<file path="src/sensor_seq_pkg.sv">
`default_nettype none
package sensor_seq_pkg;

    // ----------------------------------------------------------------
    // timing
    // ----------------------------------------------------------------
    localparam int SYS_CLK_MHZ = 100;
    localparam real INIT_US = 400.0;
    localparam real RECAL_US = 100.0;
    localparam real CONV_T_MS [6] = '{65.6, 32.8, 16.4, 8.2, 4.1, 2.1};
    localparam real CONV_TP_MS [6] = '{131.1, 65.6, 32.8, 16.4, 8.2, 4.1};

    function automatic int unsigned us_to_cyc(real us);
        return $rtoi(us * SYS_CLK_MHZ + 0.5);
    endfunction : us_to_cyc

    localparam int unsigned INIT_CYC_DEF = us_to_cyc(INIT_US);
    localparam int unsigned RECAL_CYC_DEF = us_to_cyc(RECAL_US);
    localparam int unsigned CONV_T_CYC_DEF [6] = '{
        us_to_cyc(CONV_T_MS[0] * 1000.0), us_to_cyc(CONV_T_MS[1] * 1000.0),
        us_to_cyc(CONV_T_MS[2] * 1000.0), us_to_cyc(CONV_T_MS[3] * 1000.0),
        us_to_cyc(CONV_T_MS[4] * 1000.0), us_to_cyc(CONV_T_MS[5] * 1000.0)};
    localparam int unsigned CONV_TP_CYC_DEF [6] = '{
        us_to_cyc(CONV_TP_MS[0] * 1000.0), us_to_cyc(CONV_TP_MS[1] * 1000.0),
        us_to_cyc(CONV_TP_MS[2] * 1000.0), us_to_cyc(CONV_TP_MS[3] * 1000.0),
        us_to_cyc(CONV_TP_MS[4] * 1000.0), us_to_cyc(CONV_TP_MS[5] * 1000.0)};
    localparam int CNT_W = 24;

    // ----------------------------------------------------------------
    // command codes
    // ----------------------------------------------------------------
    localparam logic [7:0] CMD_SOFT_RST = 8'h06;
    localparam logic [7:0] CMD_RD_TP = 8'h10;
    localparam logic [7:0] CMD_RD_TA = 8'h11;
    localparam logic [7:0] CMD_RD_P = 8'h30;
    localparam logic [7:0] CMD_RD_A = 8'h31;
    localparam logic [7:0] CMD_RD_T = 8'h32;
    localparam logic [7:0] CMD_RECAL = 8'h28;
    localparam logic [2:0] CONVERT_CMD_PREFIX = 3'h2;
    localparam logic [1:0] REG_RD_PREFIX = 2'h2;
    localparam logic [1:0] REG_WR_PREFIX = 2'h3;
    localparam logic [1:0] CHNL_TP = 2'h0;
    localparam logic [1:0] CHNL_T = 2'h2;
    localparam logic [2:0] RATIO_MAX_CODE = 3'h5;

    // ----------------------------------------------------------------
    // control registers
    // ----------------------------------------------------------------
    localparam logic [5:0] EVENT_SRC_ADDR = 6'h0d;
    localparam logic [5:0] COMP_SEL_ADDR = 6'h0f;
    localparam int EV_DEV_RDY_BIT = 6;
    localparam int EV_CONV_DONE_BIT = 5;
    localparam int EV_CONV_FAIL_BIT = 4;
    localparam int COMP_EN_BIT = 0;
    localparam logic [7:0] COMP_SEL_RST = 8'h01;

    // ----------------------------------------------------------------
    // result storage
    // ----------------------------------------------------------------
    localparam int RES_W = 24;
    localparam int N_WORDS = 3;
    localparam logic [1:0] WORD_T = 2'h0;
    localparam logic [1:0] WORD_P = 2'h1;
    localparam logic [1:0] WORD_A = 2'h2;
    localparam logic [2:0] BYTES_ONE_WORD = 3'h3;
    localparam logic [2:0] BYTES_TWO_WORDS = 3'h6;
    localparam logic [2:0] BYTES_REG = 3'h1;

    // ----------------------------------------------------------------
    // types
    // ----------------------------------------------------------------
    typedef enum logic [2:0] {
        ST_BOOT, ST_INIT, ST_SLEEP, ST_CONV_T, ST_CONV_P, ST_RECAL
    } seq_state_t;

    typedef struct packed {
        logic clk;
        logic wr_valid;
        logic wr_first;
        logic rd_ack;
        logic [7:0] wr_byte;
    } link_in_t;

    typedef struct packed {
        link_in_t s1;
        link_in_t s2;
        logic clk3;
        seq_state_t st;
        logic [CNT_W-1:0] cnt;
        logic dev_rdy;
        logic conv_done;
        logic conv_fail;
        logic [7:0] comp_sel;
        logic [2:0] ratio;
        logic both;
        logic comp;
        logic pend_wr;
        logic [5:0] pend_addr;
        logic rd_reg;
        logic [7:0] reg_byte;
        logic [1:0] w0;
        logic [1:0] w1;
        logic [2:0] nbytes;
        logic [2:0] idx;
        logic [7:0] tx;
        logic adc_run;
        logic cal_run;
        logic press_sel;
    } seq_reg_t;

    localparam seq_reg_t SEQ_RST = '{st: ST_BOOT, comp_sel: COMP_SEL_RST, default: '0};

    typedef struct packed {
        logic [N_WORDS-1:0][RES_W-1:0] mem;
        logic [RES_W-1:0] rd;
    } store_t;

endpackage : sensor_seq_pkg
`default_nettype wire

</file>
<file path="src/result_store.sv">
`timescale 1ns/1ps
`default_nettype none
module result_store
    import sensor_seq_pkg::*;
(
    input wire logic sys_clk,
    input wire logic reset_n,
    input wire logic clr,
    input wire logic [N_WORDS-1:0] we,
    input wire logic [N_WORDS-1:0][RES_W-1:0] wdata,
    input wire logic [1:0] raddr,
    output logic [RES_W-1:0] rdata
);

    // ----------------------------------------------------------------
    // storage, kept through sleep, cleared by reset or by clr
    // ----------------------------------------------------------------
    store_t q;
    store_t d;

    // per-entry write, registered read
    always_comb begin
        d = q;
        d.rd = (raddr < 2'(N_WORDS)) ? q.mem[raddr] : '0;
        for (int i = 0; i < N_WORDS; i++) begin
            if (we[i]) begin
                d.mem[i] = wdata[i];
            end
        end
        if (clr) begin
            d.mem = '0;
        end
    end

    always_ff @(posedge sys_clk or negedge reset_n) begin
        if (!reset_n) begin
            q <= '0;
        end else begin
            q <= d;
        end
    end

    assign rdata = q.rd;

endmodule : result_store
`default_nettype wire

</file>
<file path="src/sensor_cmd_seq.sv">
// Contract
// - run init after reset, then sleep
// - set ready flag when init completes
// - sleep until command, return after job
// - pressure job converts temperature first
// - results kept in storage across sleep
// - conversion time follows the ratio table
// - honour compensation select at conversion start
// - calibrate exactly once per reset cycle; the code also recalibrates on each 0x28 received in sleep
// - code 0x06 resets at once
// - soft reset clears storage, reruns init
// - convert byte is 010, ratio, channel
// - channel 00 both, 10 temperature only
// - ratio codes 000 to 101 select rates
// - bad channel or ratio fails conversion
// - 0x10 returns temperature then pressure
// - 0x11 returns temperature then altitude
// - 0x30 returns pressure, three bytes
// - 0x31 returns altitude, three bytes
// - 0x32 returns temperature, three bytes
// - 0x28 recalibrates briefly, then sleeps
// - 10 reads, 11 writes a register
// - register address in low six bits
// - register write carries one data byte
// - one byte on register read, three or six on result read
`timescale 1ns/1ps
`default_nettype none
module sensor_cmd_seq
    import sensor_seq_pkg::*;
#(
    parameter int unsigned INIT_CYC = INIT_CYC_DEF,
    parameter int unsigned RECAL_CYC = RECAL_CYC_DEF,
    parameter int unsigned CONV_T_CYC [6] = CONV_T_CYC_DEF,
    parameter int unsigned CONV_TP_CYC [6] = CONV_TP_CYC_DEF
) (
    input wire logic sys_clk,
    input wire logic reset_n,
    input wire link_in_t link_in,
    input wire logic [RES_W-1:0] adc_temp,
    input wire logic [RES_W-1:0] adc_press,
    input wire logic [RES_W-1:0] adc_alt,
    output logic [7:0] link_rd_byte,
    output logic dev_ready,
    output logic conv_fail,
    output logic adc_run,
    output logic cal_run,
    output logic adc_press_sel,
    output logic [2:0] adc_ratio,
    output logic adc_comp
);

    // ----------------------------------------------------------------
    // state and storage
    // ----------------------------------------------------------------
    seq_reg_t q;
    seq_reg_t d;
    logic mem_clr;
    logic [N_WORDS-1:0] mem_we;
    logic [N_WORDS-1:0][RES_W-1:0] mem_wdata;
    logic [1:0] mem_raddr;
    logic [RES_W-1:0] mem_rdata;
    logic ev;
    logic wr_ev;
    logic cmd_ev;
    logic [7:0] wb;
    logic [1:0] pos;

    // link edge found from the synchronised clock
    assign ev = q.s2.clk & ~q.clk3;
    assign wr_ev = ev & q.s2.wr_valid;
    assign cmd_ev = wr_ev & q.s2.wr_first;
    assign wb = q.s2.wr_byte;

    // results in hundredths, two's complement, straight from the front end
    assign mem_wdata[WORD_T] = adc_temp;
    assign mem_wdata[WORD_P] = adc_press;
    assign mem_wdata[WORD_A] = adc_alt;

    // current word and byte within it
    assign mem_raddr = (q.idx < BYTES_ONE_WORD) ? q.w0 : q.w1;
    assign pos = (q.idx < BYTES_ONE_WORD) ? q.idx[1:0] : 2'(q.idx - BYTES_ONE_WORD);

    // results retained in sleep, wiped by soft reset
    result_store u_store (
        .sys_clk(sys_clk),
        .reset_n(reset_n),
        .clr(mem_clr),
        .we(mem_we),
        .wdata(mem_wdata),
        .raddr(mem_raddr),
        .rdata(mem_rdata)
    );

    // ----------------------------------------------------------------
    // sequencer and command decoder
    // ----------------------------------------------------------------
    always_comb begin
        d = q;
        mem_we = '0;
        mem_clr = 1'b0;
        d.s1 = link_in;
        d.s2 = q.s1;
        d.clk3 = q.s2.clk;
        d.cnt = (q.cnt != '0) ? q.cnt - 1'b1 : '0;

        // job timing
        unique case (q.st)
            ST_BOOT: begin
                d.st = ST_INIT;
                d.cnt = CNT_W'(INIT_CYC - 1);
                d.cal_run = 1'b1;
            end
            ST_INIT: begin
                if (q.cnt == '0) begin
                    d.st = ST_SLEEP;
                    d.dev_rdy = 1'b1;
                    d.cal_run = 1'b0;
                end
            end
            ST_SLEEP: begin
            end
            ST_CONV_T: begin
                if (q.cnt == '0) begin
                    mem_we[WORD_T] = 1'b1;
                    if (q.both) begin
                        d.st = ST_CONV_P;
                        d.press_sel = 1'b1;
                        d.cnt = CNT_W'(CONV_TP_CYC[q.ratio] - CONV_T_CYC[q.ratio] - 1);
                    end else begin
                        d.st = ST_SLEEP;
                        d.adc_run = 1'b0;
                        d.conv_done = 1'b1;
                    end
                end
            end
            ST_CONV_P: begin
                if (q.cnt == '0) begin
                    mem_we[WORD_P] = 1'b1;
                    mem_we[WORD_A] = 1'b1;
                    d.st = ST_SLEEP;
                    d.adc_run = 1'b0;
                    d.press_sel = 1'b0;
                    d.conv_done = 1'b1;
                end
            end
            ST_RECAL: begin
                if (q.cnt == '0) begin
                    d.st = ST_SLEEP;
                    d.cal_run = 1'b0;
                end
            end
        endcase

        // read pointer advances on each acknowledged byte
        if (ev && q.s2.rd_ack && q.idx != q.nbytes) begin
            d.idx = q.idx + 1'b1;
        end

        // byte presented to the link
        if (q.idx >= q.nbytes) begin
            d.tx = 8'h00;
        end else if (q.rd_reg) begin
            d.tx = q.reg_byte;
        end else begin
            unique case (pos)
                2'h0: d.tx = mem_rdata[23:16];
                2'h1: d.tx = mem_rdata[15:8];
                default: d.tx = mem_rdata[7:0];
            endcase
        end

        // incoming bytes
        if (cmd_ev) begin
            d.pend_wr = 1'b0;
            if (wb == CMD_SOFT_RST) begin
                d = SEQ_RST;
                d.s1 = link_in;
                d.s2 = q.s1;
                d.clk3 = q.s2.clk;
                mem_clr = 1'b1;
            end else if (wb[7:6] == REG_WR_PREFIX) begin
                d.pend_wr = 1'b1;
                d.pend_addr = wb[5:0];
            end else if (wb[7:6] == REG_RD_PREFIX) begin
                d.rd_reg = 1'b1;
                d.idx = '0;
                d.nbytes = BYTES_REG;
                d.reg_byte = '0;
                if (wb[5:0] == EVENT_SRC_ADDR) begin
                    d.reg_byte[EV_DEV_RDY_BIT] = q.dev_rdy;
                    d.reg_byte[EV_CONV_DONE_BIT] = q.conv_done;
                    d.reg_byte[EV_CONV_FAIL_BIT] = q.conv_fail;
                end else if (wb[5:0] == COMP_SEL_ADDR) begin
                    d.reg_byte = q.comp_sel;
                end
            end else if (wb[7:5] == CONVERT_CMD_PREFIX) begin
                if (q.st == ST_SLEEP) begin
                    d.conv_done = 1'b0;
                    if ((wb[1:0] != CHNL_TP && wb[1:0] != CHNL_T)
                            || wb[4:2] > RATIO_MAX_CODE) begin
                        d.conv_fail = 1'b1;
                    end else begin
                        d.conv_fail = 1'b0;
                        d.st = ST_CONV_T;
                        d.ratio = wb[4:2];
                        d.both = (wb[1:0] == CHNL_TP);
                        d.comp = q.comp_sel[COMP_EN_BIT];
                        d.cnt = CNT_W'(CONV_T_CYC[wb[4:2]] - 1);
                        d.adc_run = 1'b1;
                        d.press_sel = 1'b0;
                    end
                end
            end else if (wb == CMD_RECAL) begin
                if (q.st == ST_SLEEP) begin
                    d.st = ST_RECAL;
                    d.cnt = CNT_W'(RECAL_CYC - 1);
                    d.cal_run = 1'b1;
                end
            end else begin
                // result reads, word order and length
                d.rd_reg = 1'b0;
                d.idx = '0;
                unique case (wb)
                    CMD_RD_TP: begin
                        d.w0 = WORD_T;
                        d.w1 = WORD_P;
                        d.nbytes = BYTES_TWO_WORDS;
                    end
                    CMD_RD_TA: begin
                        d.w0 = WORD_T;
                        d.w1 = WORD_A;
                        d.nbytes = BYTES_TWO_WORDS;
                    end
                    CMD_RD_P: begin
                        d.w0 = WORD_P;
                        d.nbytes = BYTES_ONE_WORD;
                    end
                    CMD_RD_A: begin
                        d.w0 = WORD_A;
                        d.nbytes = BYTES_ONE_WORD;
                    end
                    CMD_RD_T: begin
                        d.w0 = WORD_T;
                        d.nbytes = BYTES_ONE_WORD;
                    end
                    default: begin
                        d.rd_reg = q.rd_reg;
                        d.idx = q.idx;
                    end
                endcase
            end
        end else if (wr_ev && q.pend_wr) begin
            d.pend_wr = 1'b0;
            if (q.pend_addr == COMP_SEL_ADDR) begin
                d.comp_sel = wb;
            end
        end
    end

    always_ff @(posedge sys_clk or negedge reset_n) begin
        if (!reset_n) begin
            q <= SEQ_RST;
        end else begin
            q <= d;
        end
    end

    // ----------------------------------------------------------------
    // outputs
    // ----------------------------------------------------------------
    assign link_rd_byte = q.tx;
    assign dev_ready = q.dev_rdy;
    assign conv_fail = q.conv_fail;
    assign adc_run = q.adc_run;
    assign cal_run = q.cal_run;
    assign adc_press_sel = q.press_sel;
    assign adc_ratio = q.ratio;
    assign adc_comp = q.comp;
endmodule : sensor_cmd_seq
`default_nettype wire

</file>
<file path="config.mk">
export PLATFORM = sky130hd
export DESIGN_NAME = sensor_cmd_seq
export DESIGN_NICKNAME = d
export VERILOG_FILES = /design/src/sensor_seq_pkg.sv /design/src/result_store.sv /design/src/sensor_cmd_seq.sv
export SDC_FILE = /design/constraint.sdc
export NUM_CORES = 1
export LEC_CHECK = 0
export BUFFER_PORTS_ARGS = -buffer_cell sky130_fd_sc_hd__buf_2
export CORE_ASPECT_RATIO = 1.5
export CORE_MARGIN = 10
export CORE_UTILIZATION = 40
export CTS_CLUSTER_DIAMETER = 30
export CTS_CLUSTER_SIZE = 30
export DETAILED_ROUTE_END_ITERATION = 16
export PLACE_DENSITY = 0.71
export SETUP_SLACK_MARGIN = 0.15
export SLEW_MARGIN = 10
export SYNTH_ARGS = -nofsm -noshare
export SYNTH_HDL_FRONTEND = slang
export SYNTH_SLANG_ARGS = --single-unit
</file>
<file path="constraint.sdc">
create_clock -name sys_clk -period 2.88 [get_ports sys_clk]
set_input_delay 0.576 -clock sys_clk [delete_from_list [all_inputs] [get_ports sys_clk]]
set_output_delay 0.576 -clock sys_clk [all_outputs]
set_load 0.02 [all_outputs]
</file>
# Yosys cells after proc, flatten, opt, wreduce, memory -nomap -nowiden

Memories as Yosys holds them, arrays and structs flattened.
Cells that the tools add are included.

Memories kept: 3
Bits in read-only memories: 768
Flip-flop bits (word level): 201
Word-level logic and storage cells: 236

Reduce and logical (&&, ||, !) cells: 39
Multiplexer cells: 109
Equal/unequal tests: 30
Add/sub/neg operators: 6
Magnitude comparators: 7
Bitwise gates (word level): 6

Memory list:

| memory          | words | width | read ports | clocked after Yosys merged registers in | write ports | line                  | text |
|---|---|---|---|---|---|---|---|
| (no name shown) | 8     | 32    | 1          | 0                                       | 0           | sensor_cmd_seq.sv:208 | `d.cnt = CNT_W'(CONV_T_CYC[wb[4:2]] - 1);` |
| (no name shown) | 8     | 32    | 1          | 0                                       | 0           | sensor_cmd_seq.sv:128 | `d.cnt = CNT_W'(CONV_TP_CYC[q.ratio] - CONV_T_CYC[q.ratio] - 1);` |
| (no name shown) | 8     | 32    | 1          | 0                                       | 0           | sensor_cmd_seq.sv:128 |  |

Operators with widths:

| operator                                             | number |
|---|---|
| two-way mux 24 bit                                   | 13 |
| two-way mux 27 bit                                   | 9 |
| two-way mux 72 bit                                   | 1 |
| two-way mux 8 bit                                    | 9 |
| subtractor 24 x 1 -> 24 bit (second input constant)  | 3 |
| binary-select mux 24 bit (select 2 bit)              | 1 |
| case mux 24 bit (2 select lines)                     | 1 |
| two-way mux 1 bit                                    | 34 |
| equality test 8 x 6 -> 1 bit (second input constant) | 4 |
| two-way mux 31 bit                                   | 1 |
| two-way mux 30 bit                                   | 1 |
| two-way mux 5 bit                                    | 5 |
| logical NOT 24 bit                                   | 1 |
| two-way mux 3 bit                                    | 8 |
| nonzero test 24 bit                                  | 1 |
| subtractor 24 bit                                    | 1 |
| two-way mux 10 bit                                   | 2 |
| nonzero test 2 bit                                   | 10 |
| two-way mux 19 bit                                   | 1 |
| equality test 6 x 4 -> 1 bit (second input constant) | 3 |
| two-way mux 2 bit                                    | 9 |
| AND reduction 6 bit                                  | 3 |
| equality test 8 x 5 -> 1 bit (second input constant) | 2 |
| case mux 8 bit (2 select lines)                      | 1 |
| other kinds (43)                                     | 73 |

# Depth between registers and ports, before layout

Depth in word-level cells: 16
Depth in mapped cells: 13
Mapped depth without buffers: 12

# Hierarchy

From an unflattened synthesis, not the netlist that was laid out.

Cells, all modules: 1045
Area, all modules: 10832.9 µm²

Modules (own cells, without submodules):

| module         | seq. area each (µm²) | area an instance (µm²) | cells each | times used |
|---|---|---|---|---|
| sensor_cmd_seq | 2628.8               | 6438.7                 | 706        | 1 |
| result_store   | 2402.3               | 4394.2                 | 339        | 1 |

# Least setup slack after synthesis

OpenSTA, ideal clock, no wires.

Path kind: reg-to-reg
Start: register q (netlist bit adc_ratio[1])
End: register q[76] (netlist bit)
Required time: 2.735 ns
Library setup time: 0.145 ns
Cell stages (with the launch flop): 12
Slack: -0.283 ns
Path buffers: 1
Arrival: 3.018 ns
Cell sequence: dfrtp_1 inv_1 ha_1 clkbuf_1 or2_2 ha_1 or4b_2 a2111oi_0 nand2_1 and3_1 o21ai_0 a21oi_1

RTL lines:

| what                     | line                  | text |
|---|---|---|
| start: declaration       | sensor_cmd_seq.sv:55  | `seq_reg_t q;` |
| start signal: assignment | sensor_cmd_seq.sv:262 | `q <= SEQ_RST;` |
| start signal: assignment | sensor_cmd_seq.sv:264 | `q <= d;` |

# Final worst setup path

Start: register q[53] (netlist bit)
End: register u_store.q[88] (netlist bit)

Cells in the longest elaborated chain, start to end: 4

Ends and longest elaborated chain:

| what                                | line                  | text |
|---|---|---|
| logical NOT 24 bit                  | sensor_cmd_seq.sv:137 | `if (q.cnt == '0) begin` |
| two-way mux 2 bit                   | sensor_cmd_seq.sv:137 |  |
| two-way mux 2 bit                   | sensor_cmd_seq.sv:107 | `unique case (q.st)` |
| nonzero test 2 bit (no source line) | -                     |  |
| end signal: assignment              | result_store.sv:37    | `q <= '0;` |
| end signal: assignment              | result_store.sv:39    | `q <= d;` |
| end: declaration                    | result_store.sv:18    | `store_t q;` |

Every way passes these cells.
A chain may end at the register's enable or synchronous reset.

==> impl_metrics.py <==
metrics = {
    "floorplanning": {
        "die_width_um": 152,
        "dieArea_mm2": 0.0333,
        "die-height_um": 219,
        "core_area_mm2": 0.0259,
        "pin_count": 103,
        "placementRows": 72,
        "initial_core_util_pct": 40.7,
    },
    "clocking": {
        "clock_sinks": 201,
        "cts_tree": "built",
        "cts_buffer_depth": 3,
        "htree_levels": 1,
        "path_clk_slew_ns": 0.06,
        "postCtsHoldBufs": 0,
        "root_buffer": "clkbuf_16",
        "cts_buffers": 27,
        "clkLatencyLatePin_ns": 0.55,
    },
    "critical_path": {
        "cp.required_ns": 3.29,
        "reg2reg_to": "u_store.q[88]",
        "reg2regPathDepth": 10,
        "reg2reg_slack_ns": 0.05,
        "cp.arrival_ns": 3.24,
        "critPathLaunchType": "flop",
        "crit_chain": "inv_2 -> ha_4 -> or3b_4 -> or3_4 -> or2_4 -> or4b_4 -> buf_8 -> clkbuf_16 -> nand2_2 -> a21oi_1",
        "crit_slowest_cell": "or4b_4",
        "end_kind": "flop",
        "cpPeakStageDelay_ns": 0.55,
        "crit_start": "q[53]",
        "r2r-start": "q[53]",
        "critPathMaxFanout": 6,
        "critical_path_class": "reg2reg",
    },
    "route": {
        "avgViaCountPerCell": 5.73,
        "dr.pass1.iters": 5,
        "drt_iter0_markers": 588,
        "drtAntennaViolNets": 0,
        "vias": 9632,
        "drcViolationCount": 0,
        "wl_um": 35100,
        "avgRoutedWirePerCell_um": 20.8,
    },
    "placement": {
        "pre_cts_ws_ns": -0.0337,
        "gp_congestion": 0.996,
        "dp_hpwl_um": 23600,
        "io_buffers": 102,
        "dp_cells": 1605,
    },
    "yosys": {
        "synthCells": 1179,
        "synthArstFlopShare_pct": 100,
        "synth_fp_nets": 1292,
        "ys_seq_area_share_pct": 47.8,
        "syn_avg_cell_area_um2": 8.93,
        "synth.cell_area_mm2": 0.0105,
        "synth_flop_cell": "dfrtp_1",
        "yosys_register_bits": 201,
        "yosysUniqueCellTypes": 71,
        "synth_edf_count": 0,
        "yosys_warnings": 0,
    },
    "timing": {
        "worst_slack_ns": 0.0523,
        "finalClockSkew_ns": 0.0195,
        "hold_viol": 0,
        "finalSetupViolCount": 0,
        "max_clock_freq_ghz": 0.354,
        "tns_ns": 0,
        "max-slew-margin-rel_pct": 49.7,
        "period_minus_slack_ns": 2.83,
        "maxSlewViolCount": 0,
        "fin_hold_ws_ns": 0.0485,
        "worst-slew-pin-transition_ns": 0.747,
        "period_share_pct": 98.2,
        "rsz0062_at_grt": "yes",
    },
    "final_layout": {
        "layout_common_cells": "213 x nand2_1, 197 x dfrtp_1, 101 x buf_2",
        "utilization_pct": 53.7,
        "regArea_mm2": 0.00503,
        "layout_commonest_cell": "nand2_1",
        "n_fill_cell": 2193,
        "multiInputGateArea_mm2": 0.00576,
        "drive_gt1_share_pct": 30.3,
        "area_delta_synth_final_pct": 31.7,
        "finalNonFillerCells": 1682,
        "nNetsFinal": 1441,
        "antenna_cells": 0,
    },
    "global_routing": {
        "grt_pass1_wl_um": 52700,
        "grt_max_degree": 79,
        "grt_antenna_before_repair": 0,
        "grt_pass1_vias": 10000,
        "gr-total-overflow": 0,
        "grt_usage_pct": 19.2,
    },
    "pwr": {
        "leakagePower_nw": 6.05,
        "p_per_area_mw_per_mm2": 606,
        "net-switching-power_w": 0.00244,
        "pwr-share-comb_pct": 18.7,
        "ir_worst_vdd_mv": 0.478,
        "swShare_pct": 29.1,
        "internal-power_w": 0.00595,
        "p_clk_share_pct": 42.4,
        "seqPwrFrac_pct": 38.9,
    },
    "status": {
        "outcome": "completed",
    },
    "run": {
        "cap_violations": 0,
    },
    "worst_hold_path": {
        "hp-class": "in2async",
    },
}
-- what timing repair did --
action                     CTS  global route
gates cloned                 4             5
resized for setup           31           162
pin swaps                   11            50
setup buffers               12             6
setup endpoints to repair   53            62
-- synthesized netlist by cell type (all sizes together), types with 6 or more instances --
library cell	n	area [µm²]
a21o	6	45.0
a21oi	117	586
a221oi	6	52.6
a22oi	12	90.1
a31oi	8	50.1
and2	14	87.6
buf	17	126
clkbuf	69	259
dfrtp	200	5000
ha	27	338
inv	28	105
mux2i	40	400
nand2	261	980
nand2b	8	50.1
nand3	23	115
nand4	7	43.8
nor2	43	161
nor2b	7	43.8
nor3	25	130
nor4	9	56.3
o21a	6	45.0
o21ai	83	415
o22ai	13	81.3
o31ai	9	67.6
or2	6	40.0
or3	16	105
or4	10	75.1
xnor2	23	201
xor2	11	96.3
-- how the worst max path moves through the flow --
stage | endpoint | depth (start not counted) | slack (ns)
final | u_store.q[88] | 10 | 0.05
after global placement | q[71] | 10 | -0.002
after detailed placement | u_store.q[62] | 9 | -0.03
after floorplan | u_store.q[87] | 12 | 0.03
after CTS | u_store.q[64] | 10 | 0.08
after global routing | u_store.q[88] | 10 | 0.02
-- cells by family after synthesis --
group,Yosys count,synth area share [%]
xor+xnor,34,2.83
buf+inv,114,4.66
simple gates,457,20.2
mux,45,4.34
compound gates,301,17.0
fa+ha+maj,27,3.21
flops,201,47.8
-- power by group through the flow --
stage	Combinational, W	Sequential, W	Clock, W
CTS	0.00153	0.00325	0.00361
floorplan	0.00111	0.00321	0
detailed placement	0.00149	0.00330	0
global placement	0.00146	0.00329	0
finish	0.00157	0.00327	0.00356
global route	0.00173	0.00330	0.00372
-- registers in the layout (all words and copies together) (netlist names) --
name,flops
link_rd_byte,8
q,80
dev_ready,1
u_store.q,72
wb,8
adc_comp,1
adc_press_sel,1
cal_run,1
u_store.rdata,24
adc_run,1
conv_fail,1
adc_ratio,3
-- worst max-delay path: cells and delay by family, from the launching register on --
family,cells,cell delay [ns]
adder cells (fa/ha/maj),1,0.13
flip-flops,1,0.40
buffers and inverters,3,0.45
AND/OR/NAND/NOR,5,1.64
AO/OA/AOI/OAI,1,0.07
-- per-layer routing --
| layer | up-vias | part of all wire (%) | track usage, % |
|---|---|---|---|
| met1 | 4715 | 35 | 19.5 |
| met3 | 135 | 4.4 | 2.44 |
| li1 | 4410 | - | - |
| met2 | 372 | 54 | 36.4 |
| met4 | 0 | 6.3 | 11.9 |
| met5 | - | 0 | 0 |
-- final cells by class --
class                           instances  share of cell area, %
Timing Repair Buffer                  206                   11.4
Sequential cell                       201                   36.3
Multi-Input combinational cell        864                   41.5
Inverter                               28                  0.776
Tap cell                              333                   3.00
Clock inverter                         20                   1.91
Clock buffer                           30                   5.17
-- metrics by stage --
stage / total power, W / area [µm²]
final: 0.00840 / 13900
after global routing: 0.00875 / 13900
after CTS: 0.00839 / 13100
after detailed placement: 0.00478 / 11800
after global placement: 0.00475 / 11800
after floorplan: 0.00432 / 10600
Note: power is estimated with default switching activity, not from simulation.
